$ cat config.mk
export PLATFORM = sky130hd
export DESIGN_NAME = user_pin_port
export DESIGN_NICKNAME = d
export VERILOG_FILES = /design/src/rtl/pin_resource_route.v /design/src/rtl/user_pin_port.v
export VERILOG_INCLUDE_DIRS = /design/src /design/src/inc
export SDC_FILE = /design/constraint.sdc
export NUM_CORES = 1
export LEC_CHECK = 0
export ABC_AREA = 1
export BUFFER_PORTS_ARGS = -buffer_cell sky130_fd_sc_hd__buf_2
export CORE_MARGIN = 8
export CORE_UTILIZATION = 50
export CTS_CLUSTER_SIZE = 28
export DETAILED_ROUTE_END_ITERATION = 10
export PLACE_DENSITY_LB_ADDON = 0.15
export RECOVER_POWER = 25
export SLEW_MARGIN = 20
export SYNTH_ARGS = -nofsm -noshare
export SYNTH_HDL_FRONTEND = slang
export SYNTH_SLANG_ARGS = --single-unit
$ cat constraint.sdc
create_clock -name clk_sys -period 2.25 [get_ports clk_sys]
set_clock_uncertainty 0.05 [all_clocks]
set_input_delay 0.225 -clock clk_sys [delete_from_list [all_inputs] [get_ports clk_sys]]
set_output_delay 0.225 -clock clk_sys [all_outputs]
set_load 0.01 [all_outputs]
$ cat src/inc/user_pin_regs.vh
`ifndef USER_PIN_REGS_VH
`define USER_PIN_REGS_VH
// special function register addresses
`define PIN_DATA_VALUE_ADDR 16'h0090
`define PIN_DIRECTION_ADDR 16'h0091
// extended register addresses of the four selector pairs
`define PIN_FUNC_PAIR0_ADDR 16'hff90
`define PIN_FUNC_PAIR1_ADDR 16'hff91
`define PIN_FUNC_PAIR2_ADDR 16'hff92
`define PIN_FUNC_PAIR3_ADDR 16'hff93
// selector field positions inside a pair register
`define SEL_EVEN_LSB 0
`define SEL_ODD_LSB 4
`define SEL_WIDTH 3
// reset values
`define DIR_RESET 8'hff
`define DATA_RESET 8'h00
`define FUNC_RESET 8'h00
// stored bits of a pair register; bits 7 and 3 are unused
`define FUNC_MASK 8'h77
// selector codes
`define SEL_COUNTER0 3'h2
`define SEL_COUNTER1 3'h3
`define SEL_INT0_TRUE 3'h4
`define SEL_INT1_TRUE 3'h5
`define SEL_INT0_INV 3'h6
`define SEL_INT1_INV 3'h7
`endif

$ cat src/rtl/pin_resource_route.v
`timescale 1ns/1ns
`default_nettype none
`include "user_pin_regs.vh"

// ***************************************************
// per-pin resource decode
// ***************************************************
module pin_resource_route (
   // selector and synchronised level
   input wire [2:0] selCode,
   input wire pinLevel,
   // contributions to shared resources
   output reg toCounter0,
   output reg toCounter1,
   output reg toInt0,
   output reg toInt1
);

   // decode the selector; codes 0 and 1 leave the pin plain
   always @* begin
      toCounter0 = 1'b0;
      toCounter1 = 1'b0;
      toInt0 = 1'b0;
      toInt1 = 1'b0;
      case (selCode)
         `SEL_COUNTER0: toCounter0 = pinLevel;
         `SEL_COUNTER1: toCounter1 = pinLevel;
         `SEL_INT0_TRUE: toInt0 = pinLevel;
         `SEL_INT1_TRUE: toInt1 = pinLevel;
         `SEL_INT0_INV: toInt0 = ~pinLevel;
         `SEL_INT1_INV: toInt1 = ~pinLevel;
         default: toInt0 = 1'b0;
      endcase
   end

endmodule // pin_resource_route
`default_nettype wire

$ cat src/rtl/user_pin_port.v
`timescale 1ns/1ns
`default_nettype none
`include "user_pin_regs.vh"

// How it works
// - eight pins, all inputs after reset
// - pull-ups held until direction register written
// - direction bit 0 output, 1 input
// - data register reads pins, writes output levels
// - four registers hold two selectors each
// - even pin bits 2:0, odd pin 6:4
// - selector 0 or 1 is plain pin
// - selectors 2,3 feed counter 0,1 inputs
// - selectors 4,5 feed interrupts non-inverted
// - selectors 6,7 feed interrupts inverted
// - type bit picks edge or level
// - pins sharing resource are OR-combined
// - type 1 falling edge, 0 low level
// - edge flag set on edge, cleared when serviced
module user_pin_port #(
   parameter PIN_COUNT = 8
) (
   // clock and reset
   input wire clk_sys,
   input wire reset_n,
   // core register port
   input wire [15:0] regAddr,
   input wire regWrite,
   input wire [7:0] regWdata,
   output reg [7:0] regRdata,
   // interrupt type bits and service acknowledges from the core
   input wire int0TypeSelect,
   input wire int1TypeSelect,
   input wire int0Ack,
   input wire int1Ack,
   // interrupt requests to the core
   output reg int0EdgeFlag,
   output reg int1EdgeFlag,
   output wire int0Request,
   output wire int1Request,
   // counter inputs
   output reg counter0Input,
   output reg counter1Input,
   // user pins
   input wire [PIN_COUNT-1:0] userPinIn,
   output reg [PIN_COUNT-1:0] userPinOut,
   output reg [PIN_COUNT-1:0] userPinOe,
   output reg [PIN_COUNT-1:0] userPinPullup
);

   // ***************************************************
   // registers
   // ***************************************************
   reg [PIN_COUNT-1:0] dataOut_reg; // levels for output pins
   reg [PIN_COUNT-1:0] dir_reg; // 1 = input
   reg pullEn_reg; // pull-ups live until first direction write
   reg [7:0] func_reg [0:3]; // selector pair registers
   reg [PIN_COUNT-1:0] syncA_reg; // first synchroniser stage
   reg [PIN_COUNT-1:0] syncB_reg; // second stage, the only reader of stage one
   reg int0Prev_reg; // last active-low int0 level
   reg int1Prev_reg;
   integer i;

   // write into the selector pairs; bits 7 and 3 are not stored
   always @(posedge clk_sys or negedge reset_n) begin
      if (!reset_n) begin
         for (i = 0; i < 4; i = i + 1) begin
            func_reg[i] <= `FUNC_RESET;
         end
      end else if (regWrite) begin
         // one pair per address; a case keeps every compare at the bus width
         case (regAddr)
            `PIN_FUNC_PAIR0_ADDR: func_reg[0] <= regWdata & `FUNC_MASK;
            `PIN_FUNC_PAIR1_ADDR: func_reg[1] <= regWdata & `FUNC_MASK;
            `PIN_FUNC_PAIR2_ADDR: func_reg[2] <= regWdata & `FUNC_MASK;
            `PIN_FUNC_PAIR3_ADDR: func_reg[3] <= regWdata & `FUNC_MASK;
            default: ; // other addresses leave the pairs alone
         endcase
      end
   end

   // data, direction and pull-up control
   always @(posedge clk_sys or negedge reset_n) begin
      if (!reset_n) begin
         dataOut_reg <= `DATA_RESET;
         dir_reg <= `DIR_RESET;
         pullEn_reg <= 1'b1;
      end else if (regWrite) begin
         if (regAddr == `PIN_DATA_VALUE_ADDR) begin
            dataOut_reg <= regWdata[PIN_COUNT-1:0];
         end
         if (regAddr == `PIN_DIRECTION_ADDR) begin
            dir_reg <= regWdata[PIN_COUNT-1:0];
            pullEn_reg <= 1'b0;
         end
      end
   end

   // ***************************************************
   // pin side
   // ***************************************************
   // two-stage synchroniser for every pin
   always @(posedge clk_sys or negedge reset_n) begin
      if (!reset_n) begin
         syncA_reg <= {PIN_COUNT{1'b0}};
         syncB_reg <= {PIN_COUNT{1'b0}};
      end else begin
         syncA_reg <= userPinIn;
         syncB_reg <= syncA_reg;
      end
   end

   // drive registered pin outputs; output enable follows a 0 direction bit
   always @(posedge clk_sys or negedge reset_n) begin
      if (!reset_n) begin
         userPinOut <= {PIN_COUNT{1'b0}};
         userPinOe <= {PIN_COUNT{1'b0}};
         userPinPullup <= {PIN_COUNT{1'b1}};
      end else begin
         userPinOut <= dataOut_reg;
         userPinOe <= ~dir_reg;
         userPinPullup <= {PIN_COUNT{pullEn_reg}};
      end
   end

   // register read mux; unmapped addresses return zero
   always @* begin
      regRdata = 8'h00;
      case (regAddr)
         `PIN_DATA_VALUE_ADDR: regRdata = syncB_reg;
         `PIN_DIRECTION_ADDR: regRdata = dir_reg;
         `PIN_FUNC_PAIR0_ADDR: regRdata = func_reg[0];
         `PIN_FUNC_PAIR1_ADDR: regRdata = func_reg[1];
         `PIN_FUNC_PAIR2_ADDR: regRdata = func_reg[2];
         `PIN_FUNC_PAIR3_ADDR: regRdata = func_reg[3];
         default: regRdata = 8'h00;
      endcase
   end

   // ***************************************************
   // resource routing
   // ***************************************************
   wire [PIN_COUNT-1:0] c0Vec;
   wire [PIN_COUNT-1:0] c1Vec;
   wire [PIN_COUNT-1:0] i0Vec;
   wire [PIN_COUNT-1:0] i1Vec;

   genvar g;
   generate
      for (g = 0; g < PIN_COUNT; g = g + 1) begin : route
         // even pins use the low field, odd pins the high field
         wire [2:0] sel = (g % 2 == 1) ? func_reg[g/2][`SEL_ODD_LSB +: `SEL_WIDTH]
                               : func_reg[g/2][`SEL_EVEN_LSB +: `SEL_WIDTH];
         pin_resource_route u_route (
            .selCode(sel),
            .pinLevel(syncB_reg[g]),
            .toCounter0(c0Vec[g]),
            .toCounter1(c1Vec[g]),
            .toInt0(i0Vec[g]),
            .toInt1(i1Vec[g])
         );
      end
   endgenerate

   // combined sources, high means active
   wire int0Active = |i0Vec;
   wire int1Active = |i1Vec;

   // counter inputs are registered OR of all routed pins
   always @(posedge clk_sys or negedge reset_n) begin
      if (!reset_n) begin
         counter0Input <= 1'b0;
         counter1Input <= 1'b0;
      end else begin
         counter0Input <= |c0Vec;
         counter1Input <= |c1Vec;
      end
   end

   // ***************************************************
   // interrupt detection
   // ***************************************************
   // the core's inputs are active low: a falling edge there is the
   // inactive-to-active step of the combined source
   wire int0Low = ~int0Active;
   wire int1Low = ~int1Active;
   wire int0Fall = int0Prev_reg & ~int0Low;
   wire int1Fall = int1Prev_reg & ~int1Low;

   // edge flags; a new edge in the ack cycle wins over the clear
   always @(posedge clk_sys or negedge reset_n) begin
      if (!reset_n) begin
         int0Prev_reg <= 1'b1;
         int1Prev_reg <= 1'b1;
         int0EdgeFlag <= 1'b0;
         int1EdgeFlag <= 1'b0;
      end else begin
         int0Prev_reg <= int0Low;
         int1Prev_reg <= int1Low;
         if (int0TypeSelect && int0Fall) begin
            int0EdgeFlag <= 1'b1;
         end else if (int0Ack || !int0TypeSelect) begin
            int0EdgeFlag <= 1'b0;
         end
         if (int1TypeSelect && int1Fall) begin
            int1EdgeFlag <= 1'b1;
         end else if (int1Ack || !int1TypeSelect) begin
            int1EdgeFlag <= 1'b0;
         end
      end
   end

   // type bit picks latched edge or live low level
   assign int0Request = int0TypeSelect ? int0EdgeFlag : int0Active;
   assign int1Request = int1TypeSelect ? int1EdgeFlag : int1Active;

endmodule // user_pin_port
`default_nettype wire

==> flow_summary_export.csv, run 1 <==
group,metric,value,unit
hold_path,worstHoldStart,"int1Ack",
setup_path,critPathLaunchType,"flop",
setup_path,worstSetupPathType,"reg2out",
cells_and_area,regArea,2020,µm²
cts,cts_tree,"yes",
drt,detail-route-antenna-nets,0,
timing,period_minus_slack,1.96,ns
floorplanning,coreArea,7250,µm²
synthesis,yosysMostFrequentCell,"nand2_1",
cells_and_area,instances_no_fill,621,
synthesis,yosysTopAreaCell,"dfrtp_1",
cts,path_clk_slew,0.09,ns
drt,first_iter_violations,219,
synthesis,ys_seq_area_share,54.0,%
global_routing,first_global_vias,3135,
power,p_per_area,611,nW/µm²
cells_and_area,largest_reg_flops,24,
setup_path,ff2ff_path_depth,7,
cells_and_area,final_nets,556,
drt,wl_per_cell,15.0,µm
floorplanning,die_h,102,µm
floorplanning,start_util,51.5,%
drt,drt-vias-per-instance,5.02,
timing,min_period_over_period,86.9,%
setup_path,timing.rr.start,"syncB_reg[5]$_DFF_PN0_",
synthesis,synth_edf_count,0,
synthesis,yosysWarnings,0,
floorplanning,die_area,10500,µm²
placement,port_buffers,76,
synthesis,syn_inst,434,
synthesis,syn_area,3730,µm²
cells_and_area,syn2layout_area_growth,19.5,%
cells_and_area,finish.utilization,61.5,%
timing,finalHoldViolations,0,
cells_and_area,multi_input_area,1370,µm²
drt,routed_wl,9330,µm
setup_path,startpoint,"func_reg[21]$_DFFE_PN0P_",
power,vdd_drop_max,0.000455,V
cells_and_area,num_antenna_cells,0,
timing,tightest_slew,0.845,ns
placement,dp_cells,596,
drt,vias,3116,
placement,dp_slack,0.374,ns
setup_path,endpoint_kind,"output pin",
cts,cts.repair.resized,0,
synthesis,ys_types,26,
timing,slew_headroom,43.7,%
status,status,"complete, no violations",
setup_path,cp.required,1.98,ns
cts,cts-root-buf,"clkbuf_8",
timing,fmax,511,MHz
drt,drcViolationCount,0,
drt,firstDrtPassIters,6,
drt,highest_layer,"met4",
drt,dr_wl_met2,4570,µm
global_routing,antenna_found_initial,0,
floorplanning,die_width,102,µm
drt,met1_length,4030,µm
cts,cts.path.max_buffers,2,
setup_path,worstPathMaxFanout,4,
timing,fin_ws,0.294,ns
global_routing,grt.total_usage,19.2,%
global_routing,grt_first_pass_wirelength,15200,µm
power,power.total,2730,µW
power,p_leak,0.00228,µW
synthesis,syn_area_per_cell,8.60,µm²
job,drv_cap,0,
cts,clock_sinks,80,
synthesis,synthesis.nets,473,
hold_path,hp-class,"in2reg",
synthesis,ys.flop_type,"dfrtp_1",
timing,slew_viol_final,0,
cts,numCtsBuffers,9,
cts,htree_levels,3,
synthesis,async_reset_ff_share,100,%
timing,fin_setup_tns,0,ns
floorplanning,ioPinCount,77,
placement,hpwl,7060,µm
placement,gp_congestion,0.945,
synthesis,yosys-top-cells-count,"121 x nand2_1, 68 x dfrtp_1, 60 x inv_1, 34 x o21ai_0, 26 x nand3_1",
floorplanning,num_rows,31,
global_routing,grt-ovfl-total,0,
synthesis,synthTopCellsByArea,"dfrtp_1 46%, nand2_1 12%, dfstp_2 8.4%, inv_1 6.0%, o21ai_0 4.6%",
timing,setup_violations,0,
cts,clock_latency,0.36,ns
drt,wl_met3,531,µm
hold_path,holdPathStages,3,
global_routing,grt_max_degree,49,
setup_path,crit_arrival,1.68,ns
cells_and_area,drive_gt1_share,25.5,%
synthesis,ys_seq_elements,80,
synthesis,netlist.area_leader.share,45.6,%
cells_and_area,fillers,690,
timing,rsz0062_at_grt,"false",
[report_power, final]
group | internal (µW) | switching, µW | total, µW
registers | 1450 | 11.9 | 1460
clock network | 556 | 557 | 1110
logic | 52.1 | 98.7 | 151
[area by class of cell]
cell class	count	area share, %
flip-flops and latches	80	45.2
multi-input cells	275	30.6
repair buffers	89	11.5
inverters	62	5.21
clock buffers	10	3.08
well taps	99	2.78
clock inverters	6	1.63
[worst paths after layout]
| check | endpoint | slack (ns) |
|---|---|---|
| max reg2reg | int0EdgeFlag$_DFFE_PN0P_ | 0.92 |
| min in group asynchronous | userPinOe[5]$_DFF_PN0_ | 0.44 |
| max in group asynchronous | int0Prev_reg$_DFF_PN1_ | 0.92 |
| min | int1EdgeFlag$_DFFE_PN0P_ | 0.05 |
| max | int1Request | 0.29 |
| min reg2reg | syncB_reg[0]$_DFF_PN0_ | 0.31 |
[cell families after synthesis]
group | count (synthesis) | share of synthesized area, %
AO/OA/AOI/OAI | 52 | 8.58
XOR/XNOR | 4 | 0.938
AND/OR/NAND/NOR | 219 | 27.1
flip-flops | 80 | 54.0
buffers and inverters | 79 | 9.38
[layer usage]
layer / GRT usage [%] / up-vias
li1: - / 1550
met4: 8.24 / 0
met5: 0 / -
met3: 4.70 / 16
met2: 31.2 / 79
met1: 23.9 / 1471
[repair_timing]
item,4_1_cts,5_1_grt
endpoints found under the setup margin,0,0
hold buffers,9,0
hold endpoints to repair,36,0
setup buffers,0,0
[critical path, stage by stage, from the launching register on]
cell	delay (ns)
dfrtp_1	0.45
inv_1	0.10
nand2_1	0.08
nand4_1	0.09
nand2_1	0.06
nor2_1	0.17
nand2_1	0.13
nand2_1	0.08
nand2_1	0.04
buf_2	0.13
[per-stage QoR]
stage / hold WS, ns / instance area [µm²]
global route: 0.0586 / 4460
CTS: 0.0358 / 4470
floorplan: -0.121 / 3730
global placement: 0.148 / 4170
finish: 0.0451 / 4460
detailed placement: 0.149 / 4170
[layout by cell type, fill, tap and decap left out]
| master | instances |
|---|---|
| nor2_2 | 4 |
| o21ai_0 | 34 |
| nor3_2 | 2 |
| nand4_4 | 1 |
| clkbuf_8 | 10 |
| buf_4 | 3 |
| o21ai_2 | 14 |
| inv_1 | 60 |
| nand4_1 | 25 |
| a22oi_1 | 1 |
| nor2_4 | 4 |
| xor2_1 | 4 |
| inv_6 | 3 |
| buf_2 | 75 |
| nor3_1 | 6 |
| buf_12 | 1 |
| inv_2 | 2 |
| clkbuf_2 | 1 |
| o21ai_1 | 1 |
| nand3_1 | 26 |
| o22ai_1 | 1 |
| nand2_1 | 121 |
| dlygate4sd3_1 | 9 |
| dfstp_1 | 7 |
| o22a_1 | 1 |
| nand3_2 | 1 |
| nor2_1 | 25 |
| clkinv_4 | 1 |
| clkinvlp_4 | 1 |
| dfrtp_1 | 68 |
| dfstp_2 | 5 |
| bufinv_16 | 1 |
| nand2_2 | 2 |
| or2_2 | 2 |
(Power assumes the default switching activity.)
==> run 2: changes to the inputs <==
--- a/config.mk
+++ b/config.mk
@@ -8,7 +8,7 @@
 export LEC_CHECK = 0
 export ABC_AREA = 1
 export BUFFER_PORTS_ARGS = -buffer_cell sky130_fd_sc_hd__buf_2
-export CORE_MARGIN = 8
+export CORE_MARGIN = 10
 export CORE_UTILIZATION = 50
 export CTS_CLUSTER_SIZE = 28
 export DETAILED_ROUTE_END_ITERATION = 10
==> run 2 against run 1 <==
Net effect:
- global-route usage shrank 1.6 points
- flip-flop and latch count is the same
- setup slack lost 0.018 ns
- final area grew 0.76%
- largest power group unchanged
- sequential share of layout area shrank 0.34 points
- hold slack gained 0.0030 ns
- first-iteration DRC count shrank 7.8%
- via count grew 0.74%
- core utilization grew 0.47 points
==> flow_summary_export.csv, run 2 (synthesis gave the netlist of run 1 again) <==
group,metric,value,unit
floorplanning,start_util,51.5,%
placement,dp_cells,598,
power,p_int,2150,µW
cts,cts.repair.resized,0,
cells_and_area,final_nets,558,
timing,fin_ws,0.275,ns
drt,wl_met3,660,µm
global_routing,grt.total_usage,17.7,%
setup_path,worstPathMaxFanout,5,
power,vdd_drop_max,0.000571,V
global_routing,first_global_vias,3180,
cts,clock_latency,0.36,ns
drt,firstDrtPassIters,5,
drt,highest_layer,"met4",
floorplanning,die_width,106,µm
timing,setup_violations,0,
cells_and_area,instances_no_fill,623,
drt,dr_wl_met2,4580,µm
cells_and_area,drive_gt1_share,26.5,%
drt,drt-vias-per-instance,5.04,
floorplanning,ioPinCount,77,
global_routing,grt_first_pass_wirelength,15800,µm
power,switching_share,23.9,%
cts,htree_levels,3,
timing,period_minus_slack,1.97,ns
floorplanning,die_area,11300,µm²
global_routing,grt-ovfl-total,0,
power,power.total,2830,µW
cts,cts_tree,"yes",
placement,port_buffers,76,
drt,detail-route-antenna-nets,0,
placement,gp_congestion,0.942,
setup_path,critPathLaunchType,"flop",
cells_and_area,layout_commonest_cell,"nand2_1",
global_routing,antenna_found_initial,0,
floorplanning,die_h,106,µm
drt,wl_per_cell,15.2,µm
timing,finalHoldViolations,0,
timing,slew_headroom,8.64,%
status,status,"complete, no violations",
setup_path,crit_arrival,1.70,ns
power,pwr-share-seq,51.8,%
timing,tightest_slew,1.37,ns
cts,cts-root-buf,"clkbuf_8",
drt,first_iter_violations,202,
cells_and_area,fillers,661,
timing,fmax,506,MHz
floorplanning,num_rows,31,
setup_path,worstSetupPathType,"reg2out",
drt,vias,3139,
timing,fin_setup_tns,0,ns
floorplanning,coreArea,7250,µm²
drt,drcViolationCount,0,
cts,clock_sinks,80,
setup_path,endpoint_kind,"output pin",
cells_and_area,syn2layout_area_growth,20.4,%
hold_path,hp-class,"in2reg",
power,pwr-share-clk,42.9,%
timing,rsz0062_at_grt,"false",
cells_and_area,largest_reg_flops,24,
cells_and_area,final_cell_mix,"121 x nand2_1, 75 x buf_2, 68 x dfrtp_1, 60 x inv_1, 34 x o21ai_0",
drt,met1_length,4020,µm
power,p_sw,677,µW
drt,routed_wl,9460,µm
cts,path_clk_slew,0.09,ns
timing,min_period_over_period,87.8,%
cts,cts.path.max_buffers,2,
cts,numCtsBuffers,9,
job,drv_cap,0,
power,p_leak,0.00230,µW
power,p_per_area,630,nW/µm²
power,combPwrFrac,5.4,%
placement,dp_slack,0.419,ns
cells_and_area,num_antenna_cells,0,
setup_path,cp.required,1.98,ns
timing,slew_viol_final,0,
placement,hpwl,7190,µm
global_routing,grt_max_degree,58,
-- run 2: worst max-delay path, stage by stage (launching register included) --
cell     delay, ns
dfrtp_1       0.46
xor2_1        0.20
nand2_1       0.07
nand2_1       0.06
nor2_1        0.18
nand2_1       0.13
nand2_1       0.07
nand2_1       0.04
buf_2         0.13
-- run 2: repair_timing --
item / 4_1_cts / 5_1_grt
hold buffers: 9 / 0
endpoints found under the setup margin: 0 / 0
hold endpoints to repair: 30 / 0
buffers inserted: 0 / 0
-- run 2: final timing paths --
path,start,to,slack (ns),cells past startpoint
setup / recovery,func_reg[13]$_DFFE_PN0P_,int0Request,0.28,8
hold / removal,int0Ack,int0EdgeFlag$_DFFE_PN0P_,0.05,3
setup reg to reg,func_reg[13]$_DFFE_PN0P_,int0EdgeFlag$_DFFE_PN0P_,0.89,7
hold reg to reg,syncA_reg[5]$_DFF_PN0_,syncB_reg[5]$_DFF_PN0_,0.30,0
max in group asynchronous,reset_n,dir_reg[1]$_DFFE_PN1P_,0.54,3
min in group asynchronous,reset_n,userPinOe[6]$_DFF_PN0_,0.65,2
-- run 2: stage by stage --
stage	hold WS (ns)	cell area [µm²]	util (%)
CTS	0.0438	4500	62.0
finish	0.0481	4500	62.0
floorplan	-0.121	3730	-
global placement	0.103	4180	57.6
detailed placement	0.103	4180	57.6
global route	0.0523	4500	62.0
-- run 2: power groups by stage --
stage | clock (µW) | sequential (µW) | combinational, µW
5_1_grt | 1310 | 1470 | 171
3_3_place_gp | 0 | 1490 | 140
6_report | 1210 | 1470 | 152
2_1_floorplan | 0 | 1490 | 46.8
4_1_cts | 1240 | 1470 | 155
3_5_place_dp | 0 | 1490 | 143
-- run 2: final cells by class --
cell class	count	area [µm²]	area share (%)
flip-flops and latches	80	2020	44.9
well taps	99	124	2.75
multi-input cells	275	1370	30.4
inverters	62	233	5.18
clock inverters	7	106	2.37
clock buffers	9	124	2.75
repair buffers	91	527	11.7
-- run 2: routing by layer --
metal  global-route usage (%)  vias to the layer above
met4                     6.67                        0
met3                     4.83                       13
met2                     30.7                      105
met5                        0                        -
met1                     20.3                     1465
li1                         -                     1556
==> run 3: changes to the inputs <==
--- a/config.mk
+++ b/config.mk
@@ -14,7 +14,7 @@
 export DETAILED_ROUTE_END_ITERATION = 10
 export PLACE_DENSITY_LB_ADDON = 0.15
 export RECOVER_POWER = 25
-export SLEW_MARGIN = 20
 export SYNTH_ARGS = -nofsm -noshare
 export SYNTH_HDL_FRONTEND = slang
+export SYNTH_HIERARCHICAL = 1
 export SYNTH_SLANG_ARGS = --single-unit
==> run 3 against run 2 <==
Net effect:
- first-iteration DRC count is 3.0% higher
- sequential power hardly changed
- routed wire length is 5.6% higher
- final area is 1.7% higher
- largest power group unchanged
- highest routed layer unchanged
==> flow_summary_export.csv, run 3 <==
group,metric,value,unit
status,status,"complete, no violations",
timing,tightest_slew,0.932,ns
cts,cts_setup_buffers,0,
synthesis,syn_area_per_cell,8.22,µm²
timing,period_minus_slack,2.04,ns
timing,finalHoldViolations,0,
synthesis,yosysMostFrequentCell,"nand2_1",
cts,hold_buffers,10,
timing,fin_setup_tns,0,ns
synthesis,syn_area,3870,µm²
synthesis,yosysWarnings,6,
floorplanning,ioPinCount,77,
global_routing,grt.total_usage,18.1,%
power,p_sw,645,µW
synthesis,synth_edf_count,0,
timing,fmax,491,MHz
synthesis,async_reset_ff_share,100,%
cts,htree_levels,3,
drt,first_iter_violations,208,
synthesis,synth_xor_area_share,0,%
synthesis,ys_seq_area_share,52.1,%
cells_and_area,layout_commonest_cell,"nand2_1",
setup_path,endpoint_kind,"output pin",
drt,routed_wl,9990,µm
timing,min_period_over_period,90.5,%
cts,clock_latency,0.35,ns
global_routing,grt_first_pass_wirelength,16500,µm
placement,gp_congestion,0.929,
cells_and_area,fillers,712,
floorplanning,die_h,108,µm
power,vdd_drop_max,0.000381,V
cells_and_area,num_antenna_cells,0,
hold_path,hp-class,"in2reg",
drt,drcViolationCount,0,
floorplanning,num_rows,32,
floorplanning,die_area,11700,µm²
cts,cts.repair.resized,0,
synthesis,yosys-top-cells-count,"145 x nand2_1, 68 x dfrtp_1, 55 x nor2_1, 52 x inv_1, 45 x o21ai_0",
setup_path,worstSetupPathType,"reg2out",
power,pwr-share-clk,37.9,%
power,combPwrFrac,6.2,%
cts,cts_tree,"yes",
timing,slew_viol_final,0,
synthesis,synthSimpleGateAreaFrac,32.1,%
power,p_leak,0.00255,µW
synthesis,ys_seq_elements,80,
floorplanning,start_util,50.6,%
synthesis,synthTopCellsByArea,"dfrtp_1 44%, nand2_1 14%, dfstp_2 8.1%, o21ai_0 5.8%, nor2_1 5.3%",
global_routing,grt-ovfl-total,0,
synthesis,syn_inst,471,
cells_and_area,multi_input_area,1520,µm²
cts,cts.path.max_buffers,2,
power,switching_share,24.6,%
cells_and_area,final_cell_mix,"145 x nand2_1, 75 x buf_2, 68 x dfrtp_1, 55 x nor2_1, 52 x inv_1",
cells_and_area,final_nets,594,
synthesis,synth_top_family_by_area,"simple AND/OR/NAND/NOR gates",
global_routing,grt_max_degree,44,
power,p_int,1980,µW
cts,clock_sinks,80,
drt,drt-vias-per-instance,4.93,
timing,slew_headroom,37.9,%
synthesis,synthAdderAreaFrac,0,%
power,pwr-share-seq,55.9,%
setup_path,critPathLaunchType,"flop",
drt,firstDrtPassIters,5,
floorplanning,coreArea,7650,µm²
cts,numCtsBuffers,9,
power,power.total,2630,µW
global_routing,first_global_vias,3206,
cells_and_area,drive_gt1_share,23.9,%
floorplanning,die_width,108,µm
synthesis,synthMuxAreaShare,0,%
placement,port_buffers,76,
setup_path,worstPathMaxFanout,5,
placement,hpwl,7510,µm
drt,wl_per_cell,15.1,µm
setup_path,cp.required,1.98,ns
timing,rsz0062_at_grt,"false",
cts,cts-root-buf,"clkbuf_8",
drt,vias,3262,
job,drv_cap,0,
synthesis,netlist.area_leader.share,43.9,%
global_routing,antenna_found_initial,0,
cells_and_area,regArea,2020,µm²
synthesis,synth_compound_area_share,7.11,%
power,p_per_area,574,nW/µm²
synthesis,yosysTopAreaCell,"dfrtp_1",
timing,setup_violations,0,
cts,path_clk_slew,0.08,ns
setup_path,crit_arrival,1.76,ns
synthesis,ys.flop_type,"dfrtp_1",
synthesis,ys_types,24,
cells_and_area,largest_reg_flops,24,
drt,detail-route-antenna-nets,0,
cells_and_area,syn2layout_area_growth,18.1,%
synthesis,synthesis.nets,510,
## run 3: worst paths after layout
check                                        start                        to  slack (ns)  cells past startpoint
max in group asynchronous                  reset_n    dir_reg[6]$_DFFE_PN1P_        0.81                      3
max                        func_reg[1]$_DFFE_PN0P_               int0Request        0.21                      9
max reg2reg                func_reg[1]$_DFFE_PN0P_  int0EdgeFlag$_DFFE_PN0P_        0.83                      8
min                                        int0Ack  int0EdgeFlag$_DFFE_PN0P_        0.03                      2
min reg2reg                 syncA_reg[6]$_DFF_PN0_    syncB_reg[6]$_DFF_PN0_        0.30                      0
min in group asynchronous                  reset_n  int1EdgeFlag$_DFFE_PN0P_        0.53                      2
## run 3: metrics by stage
| step | std cells | worst slack, ns | utilization (%) | cell area, µm² | hold WS [ns] |
|---|---|---|---|---|---|
| CTS | 662 | 0.241 | 59.8 | 4580 | 0.0144 |
| global placement | 636 | 0.464 | 56.0 | 4290 | 0.165 |
| global route | 662 | 0.0675 | 59.8 | 4570 | 0.0198 |
| floorplan | 471 | 0.917 | - | 3870 | -0.121 |
| finish | 662 | 0.213 | 59.8 | 4570 | 0.0279 |
| detailed placement | 636 | 0.425 | 56.0 | 4290 | 0.175 |
## run 3: cells by family (layout without fill, tap and decap cells)
logic type	after synthesis	after routing
AOI/OAI and AO/OA	53	53
DFF	80	80
buffers and inverters	70	159
and+or+nand+nor	268	268
## run 3: cell type report
cell class / count / share of cell area (%)
clock buffers: 11 / 3.31
clock inverters: 5 / 0.848
inverters: 54 / 4.43
multi-input cells: 321 / 33.2
flip-flops and latches: 80 / 44.1
well taps: 102 / 2.79
repair buffers: 89 / 11.3
## run 3: critical path, stage by stage (launching register included)
cell,delay (ns)
dfrtp_1,0.46
inv_1,0.08
nand2_1,0.05
nand2_1,0.07
nor2_1,0.05
nor2_1,0.15
nand2_1,0.08
nor2_1,0.19
o21ai_0,0.12
buf_2,0.15
## run 3: per-layer routing
layer  share of wire, %  global-route usage [%]  wire (µm)  up-vias
met5                  0                       0          0        -
met4                2.1                    6.20        210        0
met3                6.5                    4.70        651       17
met2                 47                    28.1       4670       96
met1                 45                    23.9       4460     1516
li1                   -                       -          -     1633
## run 3: power by group through the flow
| stage | logic (µW) | registers (µW) | clock network [µW] |
|---|---|---|---|
| 6_report | 162 | 1470 | 995 |
| 5_1_grt | 182 | 1470 | 1080 |
| 4_1_cts | 165 | 1470 | 1020 |
| 3_5_place_dp | 151 | 1500 | 0 |
| 3_3_place_gp | 147 | 1500 | 0 |
| 2_1_floorplan | 49.3 | 1490 | 0 |
